[src/fault_wake_status_defines.vh]
// constants for the fault and wake status word returned over the serial link
// assumes a single 20 MHz system clock samples every link and analog pin
`ifndef FAULT_WAKE_STATUS_DEFINES_VH
`define FAULT_WAKE_STATUS_DEFINES_VH

// ************************************************************
// status word bit positions
// ************************************************************
`define FWS_INDICATOR_BIT   3'd7
`define FWS_LIN_BIT         3'd6
`define FWS_OV_BIT          3'd5
`define FWS_UV_BIT          3'd4
`define FWS_PREWARN_BIT     3'd3
`define FWS_HS_THERM_BIT    3'd2
`define FWS_WAKE2_BIT       3'd1
`define FWS_WAKE1_BIT       3'd0

// ************************************************************
// control byte field positions (write side)
// ************************************************************
`define FWS_HS_ON_LSB       2
`define FWS_HS_ON_MSB       4

// ************************************************************
// transfer framing and reset values
// ************************************************************
`define FWS_XFER_EDGES      4'h8
`define FWS_CTRL_RESET      8'h00
`define FWS_WORD_RESET      8'h00
`define FWS_SRC_RESET       7'h00

// ************************************************************
// synchroniser layout: index of each pin in the sampled vector
// ************************************************************
`define FWS_SYNC_W          16
`define FWS_SYNC_INIT       16'h8000
`define FWS_SYNC_SS         15
`define FWS_SYNC_SCK        14
`define FWS_SYNC_MOSI       13
`define FWS_SYNC_LIN_WAKE   12
`define FWS_SYNC_LIN_FAULT  11
`define FWS_SYNC_OV         10
`define FWS_SYNC_UV         9
`define FWS_SYNC_BATF       8
`define FWS_SYNC_PREWARN    7
`define FWS_SYNC_HS_MSB     6
`define FWS_SYNC_HS_LSB     4
`define FWS_SYNC_WAKE_MSB   3
`define FWS_SYNC_WAKE_LSB   2
`define FWS_SYNC_WBY_MSB    1
`define FWS_SYNC_WBY_LSB    0
`define FWS_CLK_PERIOD_NS   50

`endif

[src/fault_wake_status.v]
// fault and wake status word of the analog die, returned on the serial link
// assumes the link master drives slave select, serial clock and data as pins
// on no particular clock; the analog detectors give asynchronous levels

`include "fault_wake_status_defines.vh"

//
// Contract
// indicator high: low bits show interrupt sources
// no interrupt: indicator zero, bits show live
// lin flag set on wake or lin fault
// lin fault disables the lin transmitter
// transmitter back after fault gone, flag cleared
// reading set lin flag clears it
// over-voltage bit follows supply over threshold
// under-voltage bit follows supply under threshold
// prewarn bit follows regulator over-temperature
// thermal bit set when any high side hot
// any high side hot disables all switches
// restore needs clearing read then switch-on write
// wake bits show live wake pin levels
// after wake, wake bits name the cause
// indicator on bit seven, info below
// word captured at slave select falling edge
// first read after reset shows battery fail
// transfer valid only with eight sampling edges
// status shifted out most significant first
module fault_wake_status (
    input  wire       clk,
    input  wire       reset,
    input  wire       ss_n,
    input  wire       sck,
    input  wire       mosi,
    output wire       miso_out,
    output wire       miso_oe_n,
    input  wire       lin_wake_evt,
    input  wire       lin_fault,
    input  wire       supply_over,
    input  wire       supply_under,
    input  wire       battery_fail_state,
    input  wire       reg_temp_prewarn,
    input  wire [2:0] hs_over_temp,
    input  wire [1:0] wake_in,
    input  wire [1:0] wake_by_input,
    output wire       lin_tx_enable,
    output wire [2:0] high_side_on,
    output wire [7:0] control_byte,
    output wire       xfer_done
);

    // ************************************************************
    // pin synchronisers
    // ************************************************************
    wire [`FWS_SYNC_W-1:0] async_in;
    reg  [`FWS_SYNC_W-1:0] meta_r;
    reg  [`FWS_SYNC_W-1:0] sync_r;
    reg  [`FWS_SYNC_W-1:0] prev_r;

    assign async_in = {ss_n, sck, mosi, lin_wake_evt, lin_fault, supply_over,
                       supply_under, battery_fail_state, reg_temp_prewarn,
                       hs_over_temp, wake_in, wake_by_input};

    // reset image: select idle high, every other pin low
    localparam [`FWS_SYNC_W-1:0] sync_init = `FWS_SYNC_INIT;

    // two flops per pin, then one more stage for edge detection
    genvar gi;
    generate
        for (gi = 0; gi < `FWS_SYNC_W; gi = gi + 1) begin : g_sync
            always @(posedge clk or posedge reset) begin
                if (reset) begin
                    meta_r[gi] <= sync_init[gi];
                    sync_r[gi] <= sync_init[gi];
                    prev_r[gi] <= sync_init[gi];
                end else begin
                    meta_r[gi] <= async_in[gi];
                    sync_r[gi] <= meta_r[gi];
                    prev_r[gi] <= sync_r[gi];
                end
            end
        end
    endgenerate

    // named views of the synchronised vector
    wire       ss_s       = sync_r[`FWS_SYNC_SS];
    wire       sck_s      = sync_r[`FWS_SYNC_SCK];
    wire       mosi_s     = sync_r[`FWS_SYNC_MOSI];
    wire       lin_wk_s   = sync_r[`FWS_SYNC_LIN_WAKE];
    wire       lin_flt_s  = sync_r[`FWS_SYNC_LIN_FAULT];
    wire       ov_s       = sync_r[`FWS_SYNC_OV];
    wire       uv_s       = sync_r[`FWS_SYNC_UV];
    wire       batf_s     = sync_r[`FWS_SYNC_BATF];
    wire       prew_s     = sync_r[`FWS_SYNC_PREWARN];
    wire [2:0] hs_ot_s    = sync_r[`FWS_SYNC_HS_MSB:`FWS_SYNC_HS_LSB];
    wire [1:0] wake_lvl_s = sync_r[`FWS_SYNC_WAKE_MSB:`FWS_SYNC_WAKE_LSB];
    wire [1:0] wake_by_s  = sync_r[`FWS_SYNC_WBY_MSB:`FWS_SYNC_WBY_LSB];
    wire [1:0] wake_by_p  = prev_r[`FWS_SYNC_WBY_MSB:`FWS_SYNC_WBY_LSB];

    // edges of the link pins and event rises
    wire ss_fall  = prev_r[`FWS_SYNC_SS] & ~ss_s;
    wire ss_rise  = ~prev_r[`FWS_SYNC_SS] & ss_s;
    wire sck_rise = ~prev_r[`FWS_SYNC_SCK] & sck_s & ~ss_s;
    wire sck_fall = prev_r[`FWS_SYNC_SCK] & ~sck_s & ~ss_s;
    wire hs_hot   = |hs_ot_s;
    wire lin_evt  = (lin_wk_s & ~prev_r[`FWS_SYNC_LIN_WAKE])
                  | (lin_flt_s & ~prev_r[`FWS_SYNC_LIN_FAULT]);
    wire [6:0] src_set = {lin_evt,
                          ov_s & ~prev_r[`FWS_SYNC_OV],
                          uv_s & ~prev_r[`FWS_SYNC_UV],
                          prew_s & ~prev_r[`FWS_SYNC_PREWARN],
                          hs_hot & ~(|prev_r[`FWS_SYNC_HS_MSB:`FWS_SYNC_HS_LSB]),
                          wake_by_s & ~wake_by_p};

    // ************************************************************
    // state registers
    // ************************************************************
    reg  [6:0] int_src_r;
    reg        lin_flag_r;
    reg        lin_tx_off_r;
    reg        hs_flag_r;
    reg        hs_off_r;
    reg        first_read_r;
    reg  [7:0] cap_r;
    reg  [7:0] rx_r;
    reg  [3:0] fall_cnt_r;
    reg        miso_r;
    reg        oe_n_r;
    reg  [7:0] ctrl_r;
    reg        done_r;
    reg  [7:0] word_nxt;

    wire interrupt_source_indicator = |int_src_r;
    wire valid_end = ss_rise & (fall_cnt_r == `FWS_XFER_EDGES);

    // ************************************************************
    // status word assembly
    // ************************************************************
    // source view when an interrupt is pending, live view otherwise
    always @* begin
        if (interrupt_source_indicator) begin
            word_nxt = {1'b1, int_src_r};
        end else begin
            word_nxt = `FWS_WORD_RESET;
            word_nxt[`FWS_LIN_BIT]      = lin_flag_r;
            word_nxt[`FWS_OV_BIT]       = ov_s;
            word_nxt[`FWS_UV_BIT]       = first_read_r ? batf_s : uv_s;
            word_nxt[`FWS_PREWARN_BIT]  = prew_s;
            word_nxt[`FWS_HS_THERM_BIT] = hs_flag_r;
            word_nxt[`FWS_WAKE2_BIT]    = wake_lvl_s[1];
            word_nxt[`FWS_WAKE1_BIT]    = wake_lvl_s[0];
        end
    end

    // ************************************************************
    // serial shifter
    // ************************************************************
    // capture at select fall, drive on clock rise, sample on clock fall
    always @(posedge clk or posedge reset) begin
        if (reset) begin
            cap_r      <= `FWS_WORD_RESET;
            rx_r       <= `FWS_CTRL_RESET;
            fall_cnt_r <= 4'h0;
            miso_r     <= 1'b0;
            oe_n_r     <= 1'b1;
        end else if (ss_fall) begin
            cap_r      <= word_nxt;
            fall_cnt_r <= 4'h0;
            miso_r     <= word_nxt[`FWS_INDICATOR_BIT];
            oe_n_r     <= 1'b0;
        end else if (ss_s) begin
            oe_n_r     <= 1'b1;
        end else begin
            if (sck_rise && fall_cnt_r < `FWS_XFER_EDGES) begin
                miso_r <= cap_r[3'h7 - fall_cnt_r[2:0]];
            end
            if (sck_fall) begin
                rx_r <= {rx_r[6:0], mosi_s};
                if (fall_cnt_r != 4'hF) begin
                    fall_cnt_r <= fall_cnt_r + 4'h1;
                end
            end
        end
    end

    // ************************************************************
    // control byte and transfer completion
    // ************************************************************
    // only a complete eight-edge transfer updates the control byte
    always @(posedge clk or posedge reset) begin
        if (reset) begin
            ctrl_r       <= `FWS_CTRL_RESET;
            done_r       <= 1'b0;
            first_read_r <= 1'b1;
        end else begin
            done_r <= valid_end;
            if (valid_end) begin
                ctrl_r       <= rx_r;
                first_read_r <= 1'b0;
            end
        end
    end

    // ************************************************************
    // sticky flags, read-to-clear, set wins
    // ************************************************************
    // interrupt sources clear only for bits that the read returned
    always @(posedge clk or posedge reset) begin
        if (reset) begin
            int_src_r  <= `FWS_SRC_RESET;
            lin_flag_r <= 1'b0;
            hs_flag_r  <= 1'b0;
        end else begin
            int_src_r <= (valid_end && cap_r[7] ? int_src_r & ~cap_r[6:0] : int_src_r)
                         | src_set;
            if (lin_evt) begin
                lin_flag_r <= 1'b1;
            end else if (valid_end && cap_r[`FWS_LIN_BIT]) begin
                lin_flag_r <= 1'b0;
            end
            if (hs_hot) begin
                hs_flag_r <= 1'b1;
            end else if (valid_end && cap_r[`FWS_HS_THERM_BIT]) begin
                hs_flag_r <= 1'b0;
            end
        end
    end

    // ************************************************************
    // lin transmitter and high side shutdown
    // ************************************************************
    // outputs stay off until the recovery sequence completes
    always @(posedge clk or posedge reset) begin
        if (reset) begin
            lin_tx_off_r <= 1'b0;
            hs_off_r     <= 1'b0;
        end else begin
            if (lin_flt_s) begin
                lin_tx_off_r <= 1'b1;
            end else if (!lin_flag_r) begin
                lin_tx_off_r <= 1'b0;
            end
            if (hs_hot) begin
                hs_off_r <= 1'b1;
            end else if (!hs_flag_r && valid_end
                         && |rx_r[`FWS_HS_ON_MSB:`FWS_HS_ON_LSB]) begin
                hs_off_r <= 1'b0;
            end
        end
    end

    // ************************************************************
    // outputs
    // ************************************************************
    assign miso_out      = miso_r;
    assign miso_oe_n     = oe_n_r;
    assign lin_tx_enable = ~lin_tx_off_r;
    assign high_side_on  = ctrl_r[`FWS_HS_ON_MSB:`FWS_HS_ON_LSB]
                           & {3{~hs_off_r}};
    assign control_byte  = ctrl_r;
    assign xfer_done     = done_r;

endmodule // fault_wake_status

[config.mk]
export PLATFORM = sky130hd
export DESIGN_NAME = fault_wake_status
export DESIGN_NICKNAME = d
export VERILOG_FILES = /design/src/fault_wake_status.v
export VERILOG_INCLUDE_DIRS = /design/src
export SDC_FILE = /design/constraint.sdc
export NUM_CORES = 1
export LEC_CHECK = 0
export ABC_AREA = 1
export ABC_CLOCK_PERIOD_IN_PS = 4950
export BUFFER_PORTS_ARGS = -buffer_cell sky130_fd_sc_hd__clkbuf_2
export CAP_MARGIN = 40
export CORE_MARGIN = 5
export CORE_UTILIZATION = 45
export CTS_BUF_LIST = sky130_fd_sc_hd__clkbuf_16
export DETAILED_ROUTE_END_ITERATION = 10
export PLACE_DENSITY_LB_ADDON = 0.08
export SLEW_MARGIN = 20
export SYNTH_ARGS = -nofsm -noshare
export SYNTH_HDL_FRONTEND = slang
export SYNTH_SLANG_ARGS = --single-unit
[constraint.sdc]
create_clock -name clk -period 4.95 [get_ports clk]
set_input_delay 1.2375 -clock clk [delete_from_list [all_inputs] [get_ports clk]]
set_output_delay 1.2375 -clock clk [all_outputs]
set_load 0.005 [all_outputs]
## Yosys cells after proc, flatten, opt, wreduce, memory -nomap -nowiden

Index checks and enable logic that the tools add are counted.

| word-level totals | value |
|---|---|
| bits in registers | 87 |
| input port bits | 18 |
| output and inout port bits | 15 |

| operators by class | value |
|---|---|
| add/sub/neg operators | 2 |
| $lt $le $gt $ge | 2 |
| eq/ne operators | 4 |
| mux-type cells | 22 |
| bitwise logic cells | 33 |
| reduce and logical (&&, ||, !) cells | 21 |

Operators with widths:

| cell | number |
|---|---|
| 4-bit two-way mux | 4 |
| 1-bit two-way mux | 15 |
| 2-bit nonzero test | 7 |
| 1-bit bitwise AND | 13 |
| 1-bit inverter | 13 |
| 3-bit OR reduction | 3 |
| 8-bit two-way mux | 1 |
| 7-bit bitwise AND | 1 |
| 7-bit two-way mux | 1 |
| 7-bit inverter | 1 |
| 7-bit OR | 1 |
| 7-bit OR reduction | 1 |
| 1-bit logical AND | 6 |
| 3-bit AND reduction | 2 |
| 4-bit by 1-bit adder with 4-bit output, second input constant | 1 |
| 4-bit == test, second input constant | 1 |
| 3-bit by 4-bit < comparator with 1-bit output, second input constant | 1 |
| 4-bit < comparator, second input constant | 1 |
| 4-bit != test, second input constant | 1 |
| 3-bit bitwise AND | 1 |
| 1-bit binary-select mux with 3-bit select | 1 |
| 3-bit subtractor, first input constant | 1 |
| 2-bit bitwise AND | 1 |
| 2-bit by 1-bit != test with 1-bit output, second input constant | 1 |
| other kinds (5) | 5 |

## Logic depth before layout (Yosys ltp)

Gate-level depths: netlist (run 1).

| logic depth | value |
|---|---|
| depth in word-level cells | 7 |
| gate-level depth with buffers | 8 |
| mapped depth without buffers | 8 |

## Least setup slack after synthesis (run 1)

OpenSTA, ideal clock, no wires.

| timing | value |
|---|---|
| kind | register to output |
| from | register oe_n_r (netlist: miso_oe_n) |
| to | output port miso_oe_n |
| arrival | 0.510 ns |
| slack | 3.203 ns |
| cell stages (with the launch flop) | 1 |
| buffers on the path | 0 |
| cell sequence | dfstp_2 |

RTL lines:

| element | line | source |
|---|---|---|
| start, declared | fault_wake_status.v:127 | `reg oe_n_r;` |
| start signal, assigned | fault_wake_status.v:164 | `oe_n_r <= 1'b1;` |
| start signal, assigned | fault_wake_status.v:169 | `oe_n_r <= 1'b0;` |
| start signal, assigned | fault_wake_status.v:171 | `oe_n_r <= 1'b1;` |
| end, declared | fault_wake_status.v:35 | `output wire miso_oe_n,` |

No word-level cell between the ends.

## Worst setup path in the final report (run 1)

| timing | value |
|---|---|
| from | register ctrl_r[4] (netlist: control_byte[4]) |
| to | output port high_side_on[2] |

| on the way | value |
|---|---|
| cells in the longest elaborated chain, start to end | 1 |

RTL lines:

| element | line | source |
|---|---|---|
| start, declared | fault_wake_status.v:128 | `reg [7:0] ctrl_r;` |
| start signal, assigned | fault_wake_status.v:191 | `` ctrl_r <= `FWS_CTRL_RESET; `` |
| start signal, assigned | fault_wake_status.v:197 | `ctrl_r <= rx_r;` |
| 3-bit bitwise AND | fault_wake_status.v:257 | `` assign high_side_on = ctrl_r[`FWS_HS_ON_MSB:`FWS_HS_ON_LSB] `` |
| end, declared | fault_wake_status.v:46 | `output wire [2:0] high_side_on,` |

No other way between the ends.

==> flow_summary.ini, run 1 <==
[logic_synthesis]
syn_nets = 313
synth_area_um2 = 3168
synth_area_per_cell_um2 = 10.78
ys_types = 28
yosys_register_bits = 87
ys_seq_area_share_pct = 68.92
syn_inst = 294
yosysWarnings = 0

[drt]
post-route-drc-count = 0
avgViaCountPerCell = 4.486
drt_iter0_markers = 94
final_antenna_net_count = 0
dr.pass1.iters = 4
wl_per_cell_um = 11.65
vias = 1947
drt_wl_total_um = 5058

[critical_path]
criticalPathCategory = reg2out
r2r_end = fall_cnt_r[1]
worstPathRequired_ns = 3.71
cp_max_fo = 3
arrival_ns = 0.97
critPathLaunchType = flop
reg2reg_slack_ns = 3.50
crit_start = control_byte[4]
r2r_start = ss_s
endpoint = high_side_on[2]
r2r_cells = 5
worst_setup_path_end_kind = output port

[timing]
whs_ns = 0.3431
fin_worst_skew_ns = 0.006956
setup_ws_ns = 2.738
worst_slew_pin_slew_ns = 0.4232
final.period_utilization_pct = 44.68
hold_viol_final = 0
setup_tns_ns = 0
max_freq_mhz = 452.2
slew_violations = 0
period_minus_slack_ns = 2.212
setup_viol = 0
rsz0062_at_grt = false
relSlewSlack_pct = 71.76

[cts]
cts.sinks = 87
cts_root_buffer = clkbuf_16
cts_tree = yes
ctsLongestPathBuffers = 2
h-tree-depth = 3
clk_latency_ns = 0.34
cts_buffers = 9
cts_resized = 0
cts_hold_buf = 0
postCtsSetupBuffers = 0
path_clk_slew_ns = 0.06

[finish]
syn_to_final_growth_pct = 18.68
regArea_um2 = 2183
postLayoutCellArea_um2 = 3760
layout_commonest_cell = dfrtp_1
diodes = 0
fillers = 624
final_nets = 352
final_layout_size_suffix_gt1_share_pct = 23.08
multi_input_area_um2 = 768.2
layout_common_cells = dfrtp_1 (82), nand2_1 (74), inv_1 (33)

[floorplanning]
fp.dieH_um = 93.91
start_util_pct = 46.37
die_w_um = 93.91
row_count = 30
pin_count = 33
core_area_um2 = 6832
die_area_um2 = 8818

[power]
power.density_nw_per_um2 = 444.3
power.leakage_nw = 1.831
finalPower_mw = 1.670
ir_drop_mv = 0.2868

[global_route]
grt_pass1_vias = 1912
antenna_found_initial = 0
grt.overflow.total = 0
grt_first_pass_wirelength_um = 9066
grt_max_degree = 41
grt_util_all_layers_pct = 13.51

[place]
place_worst_setup_slack_ns = 2.984
numPortBuffers = 32
dpl.hpwl_um = 3335
place_congestion = 0.8075
place_area_um2 = 3411

[flow_run]
drv_cap = 0

[run_status]
status = finished, final reports clean

[worst_hold_path]
hp-class = reg2reg
cell type report:
cell class,instances,share of cell area [%]
clock buffers,9,5.990
inverters,40,4.027
multi-input cells,161,20.43
repair buffers,34,4.992
flip-flops and latches,87,58.07
well taps,96,3.195
clock inverters,7,3.295
power breakdown:
part           internal, mW  switching, mW
clock                 0.499          0.279
combinational        0.0386         0.0677
sequential            0.755         0.0312
total                  1.29          0.378
cell usage after synthesis, drive strengths merged:
cell / number / area (um2)
a21oi: 2 / 10.01
a22oi: 7 / 52.55
a31oi: 1 / 6.260
buf: 4 / 38.78
clkbuf: 2 / 27.53
dfrtp: 82 / 2052
dfstp: 5 / 131.4
ha: 1 / 12.51
inv: 40 / 150.1
nand2: 77 / 306.5
nand3: 12 / 65.06
nand4: 1 / 6.260
nor2: 28 / 120.1
nor3: 3 / 15.01
o21ai: 27 / 161.4
o22ai: 1 / 6.260
or2: 1 / 6.260
cell families after synthesis:
family	share of synthesized area, %
compound gates	7.465
flops	68.92
simple gates	16.39
fa+ha+maj	0.3949
buf+inv	6.832
flip-flops by register name, summed over array words and instances (netlist names), 3 cells and up:
register      count
rx_r              8
hs_ot_s           3
prev_r           12
meta_r           16
fall_cnt_r        4
cap_r             8
int_src_r         7
control_byte      8
sync_r            4
worst max-delay path, cell delays in order (launching register included):
cell      delay (ns)
dfrtp_1         0.38
inv_1           0.06
nor2_1          0.08
clkbuf_2        0.11
through the flow:
step	util (%)	instances
3_5_place_dp	49.93	418
3_3_place_gp	49.63	417
6_report	55.04	434
2_1_floorplan	-	294
4_1_cts	55.04	434
5_1_grt	55.04	434
routing by layer:
| layer | vias up | share of wire, % | GRT usage (%) |
|---|---|---|---|
| met5 | - | 0 | 0 |
| met4 | 0 | 1.6 | 5.415 |
| met3 | 9 | 4.9 | 4.968 |
| met2 | 35 | 46 | 19.52 |
| met1 | 907 | 48 | 18.44 |
| li1 | 996 | - | - |
worst min path at each step:
stage / start / endpoint / cells past startpoint
6_report: meta_r[14] / sck_s / 0
5_1_grt: meta_r[14] / sck_s / 0
4_1_cts: meta_r[14] / sck_s / 0
3_5_place_dp: meta_r[7] / prew_s / 0
3_3_place_gp: meta_r[9] / uv_s / 0
2_1_floorplan: meta_r[8] / batf_s / 0
(Power assumes the default switching activity.)
==> run 2: changes to the inputs <==
- ABC_CLOCK_PERIOD_IN_PS: 4950 -> 1900
- clock period: 4.95 -> 1.9 ns (I/O delays scaled with it)
==> run 2 against run 1 <==
Power is 140% higher. First-iteration DRC count shrank 6.4%. Combinational power grew to 2.7 times the previous value. Design area is 1.3% lower. Sequential share of layout area increased by 0.74 points. Clock skew up 0.0011 ns. Critical endpoint is now high_side_on[0]. Non-clock buffer count rose by 1. Highest routed layer unchanged. Via count decreased by 0.21%. Worst setup slack got worse by 2.3 ns. Sequential power increased to 2.6 times the previous value. Cell count rose by 0.23%. Die area unchanged.
==> flow_summary.ini, run 2 (synthesis gave the netlist of run 1 again) <==
[timing]
slew_violations = 0
final.period_utilization_pct = 76.03
max_freq_mhz = 692.2
setup_tns_ns = 0
period_minus_slack_ns = 1.445
worst_slew_pin_slew_ns = 0.5388
relSlewSlack_pct = 64.01
rsz0062_at_grt = false
fin_worst_skew_ns = 0.008056
hold_viol_final = 0
setup_viol = 0

[drt]
drt_iter0_markers = 88
dr_wl_met3_um = 234
avgViaCountPerCell = 4.467
dr.pass1.iters = 4
routed.top_layer = met4
final_antenna_net_count = 0
wl_per_cell_um = 11.36
post-route-drc-count = 0
met2_length_um = 2168
m1WireLength_um = 2476
drt_wl_total_um = 4940
vias = 1943

[critical_path]
r2r_start = fall_cnt_r[0]
reg2reg_slack_ns = 0.49
criticalPathCategory = reg2out
arrival_ns = 0.97
r2r_end = fall_cnt_r[3]
worst_setup_path_end_kind = output port
r2r_cells = 4
cp_max_fo = 4
critPathLaunchType = flop
worstPathRequired_ns = 1.42

[cts]
clk_latency_ns = 0.33
cts_resized = 0
path_clk_slew_ns = 0.07
ctsLongestPathBuffers = 2
h-tree-depth = 3
cts_hold_buf = 0
cts_buffers = 9
cts_root_buffer = clkbuf_16
cts.sinks = 87
cts_tree = yes
postCtsSetupBuffers = 0

[floorplanning]
pin_count = 33
die_w_um = 93.91
core_area_um2 = 6832
row_count = 30
fp.dieH_um = 93.91
die_area_um2 = 8818
start_util_pct = 46.37

[place]
dpl.hpwl_um = 3403
place_congestion = 0.7905
numPortBuffers = 32

[power]
pwr-share-comb_pct = 7.2
switchingPower_uw = 983.2
power.leakage_nw = 1.799
power.density_nw_per_um2 = 1065
p_sw_share_pct = 24.87
seqPwrFrac_pct = 51.8
ir_drop_mv = 0.7139
power_frac_clock_pct = 41.0
internal_power_mw = 2.971

[global_route]
antenna_found_initial = 0
grt.overflow.total = 0
grt_max_degree = 26
grt_util_all_layers_pct = 13.13
grt_first_pass_wirelength_um = 9032
grt_pass1_vias = 1944

[finish]
layout_commonest_cell = dfrtp_1
final_nets = 353
reg.largest.list = meta_r: 16 flops, prev_r: 12 flops
largest_reg_flops = 16
final_core_util_pct = 54.34
final_layout_size_suffix_gt1_share_pct = 23.30
top_register = meta_r
diodes = 0
layout_common_cells = dfrtp_1 (82), nand2_1 (74), inv_1 (33)
syn_to_final_growth_pct = 17.18

[flow_run]
drv_cap = 0

[run_status]
status = finished, final reports clean

[worst_hold_path]
hp-class = in2async
==> run 2: area by class of cell <==
cell class                      instances  area, um2
Sequential cell                        87       2183
Clock inverter                          7      53.80
Fill cell                             622       3119
Inverter                               40      153.9
Tap cell                               96      120.1
Timing Repair Buffer                   35      207.7
Clock buffer                            9      225.2
Multi-Input combinational cell        161      768.2
==> run 2: how the worst max path moves through the flow <==
stage,start,to,slack (ns),cells past startpoint
4_1_cts,hs_off_r,high_side_on[0],0.43,2
6_report,hs_off_r,high_side_on[0],0.46,2
5_1_grt,ss_s,fall_cnt_r[1],0.37,5
2_1_floorplan,reset,batf_s,0.42,1
3_5_place_dp,fall_cnt_r[0],fall_cnt_r[3],0.49,4
3_3_place_gp,ss_s,hs_off_r,0.53,7
==> run 2: per-stage QoR <==
stage | setup slack (ns) | area [um2] | power (mW) | hold WS, ns | std cells
2_1_floorplan | 0.4213 | 3172 | 2.280 | 0.3312 | 294
3_3_place_gp | 0.5337 | 3433 | 2.366 | 0.3326 | 419
3_5_place_dp | 0.4925 | 3433 | 2.373 | 0.3347 | 419
4_1_cts | 0.4298 | 3712 | 4.010 | 0.1855 | 435
5_1_grt | 0.3661 | 3712 | 4.155 | 0.2113 | 435
6_report | 0.4554 | 3712 | 3.954 | 0.1728 | 435
==> run 2: routing by layer <==
metal	up-vias	global-route usage [%]
met5	-	0
met3	6	5.048
met1	907	18.09
met2	35	19.16
li1	995	-
met4	0	4.212
==> run 2: power by group through the flow <==
stage / logic, mW / clock network (mW) / registers (mW)
floorplan: 0.227 / 0 / 2.05
global placement: 0.288 / 0 / 2.08
detailed placement: 0.292 / 0 / 2.08
CTS: 0.292 / 1.67 / 2.05
global route: 0.338 / 1.75 / 2.06
finish: 0.283 / 1.62 / 2.05
==> run 2: critical path: stages, from the launching register on <==
cell and delay, ns:
dfrtp_1 0.41, nor2_1 0.11, clkbuf_2 0.11
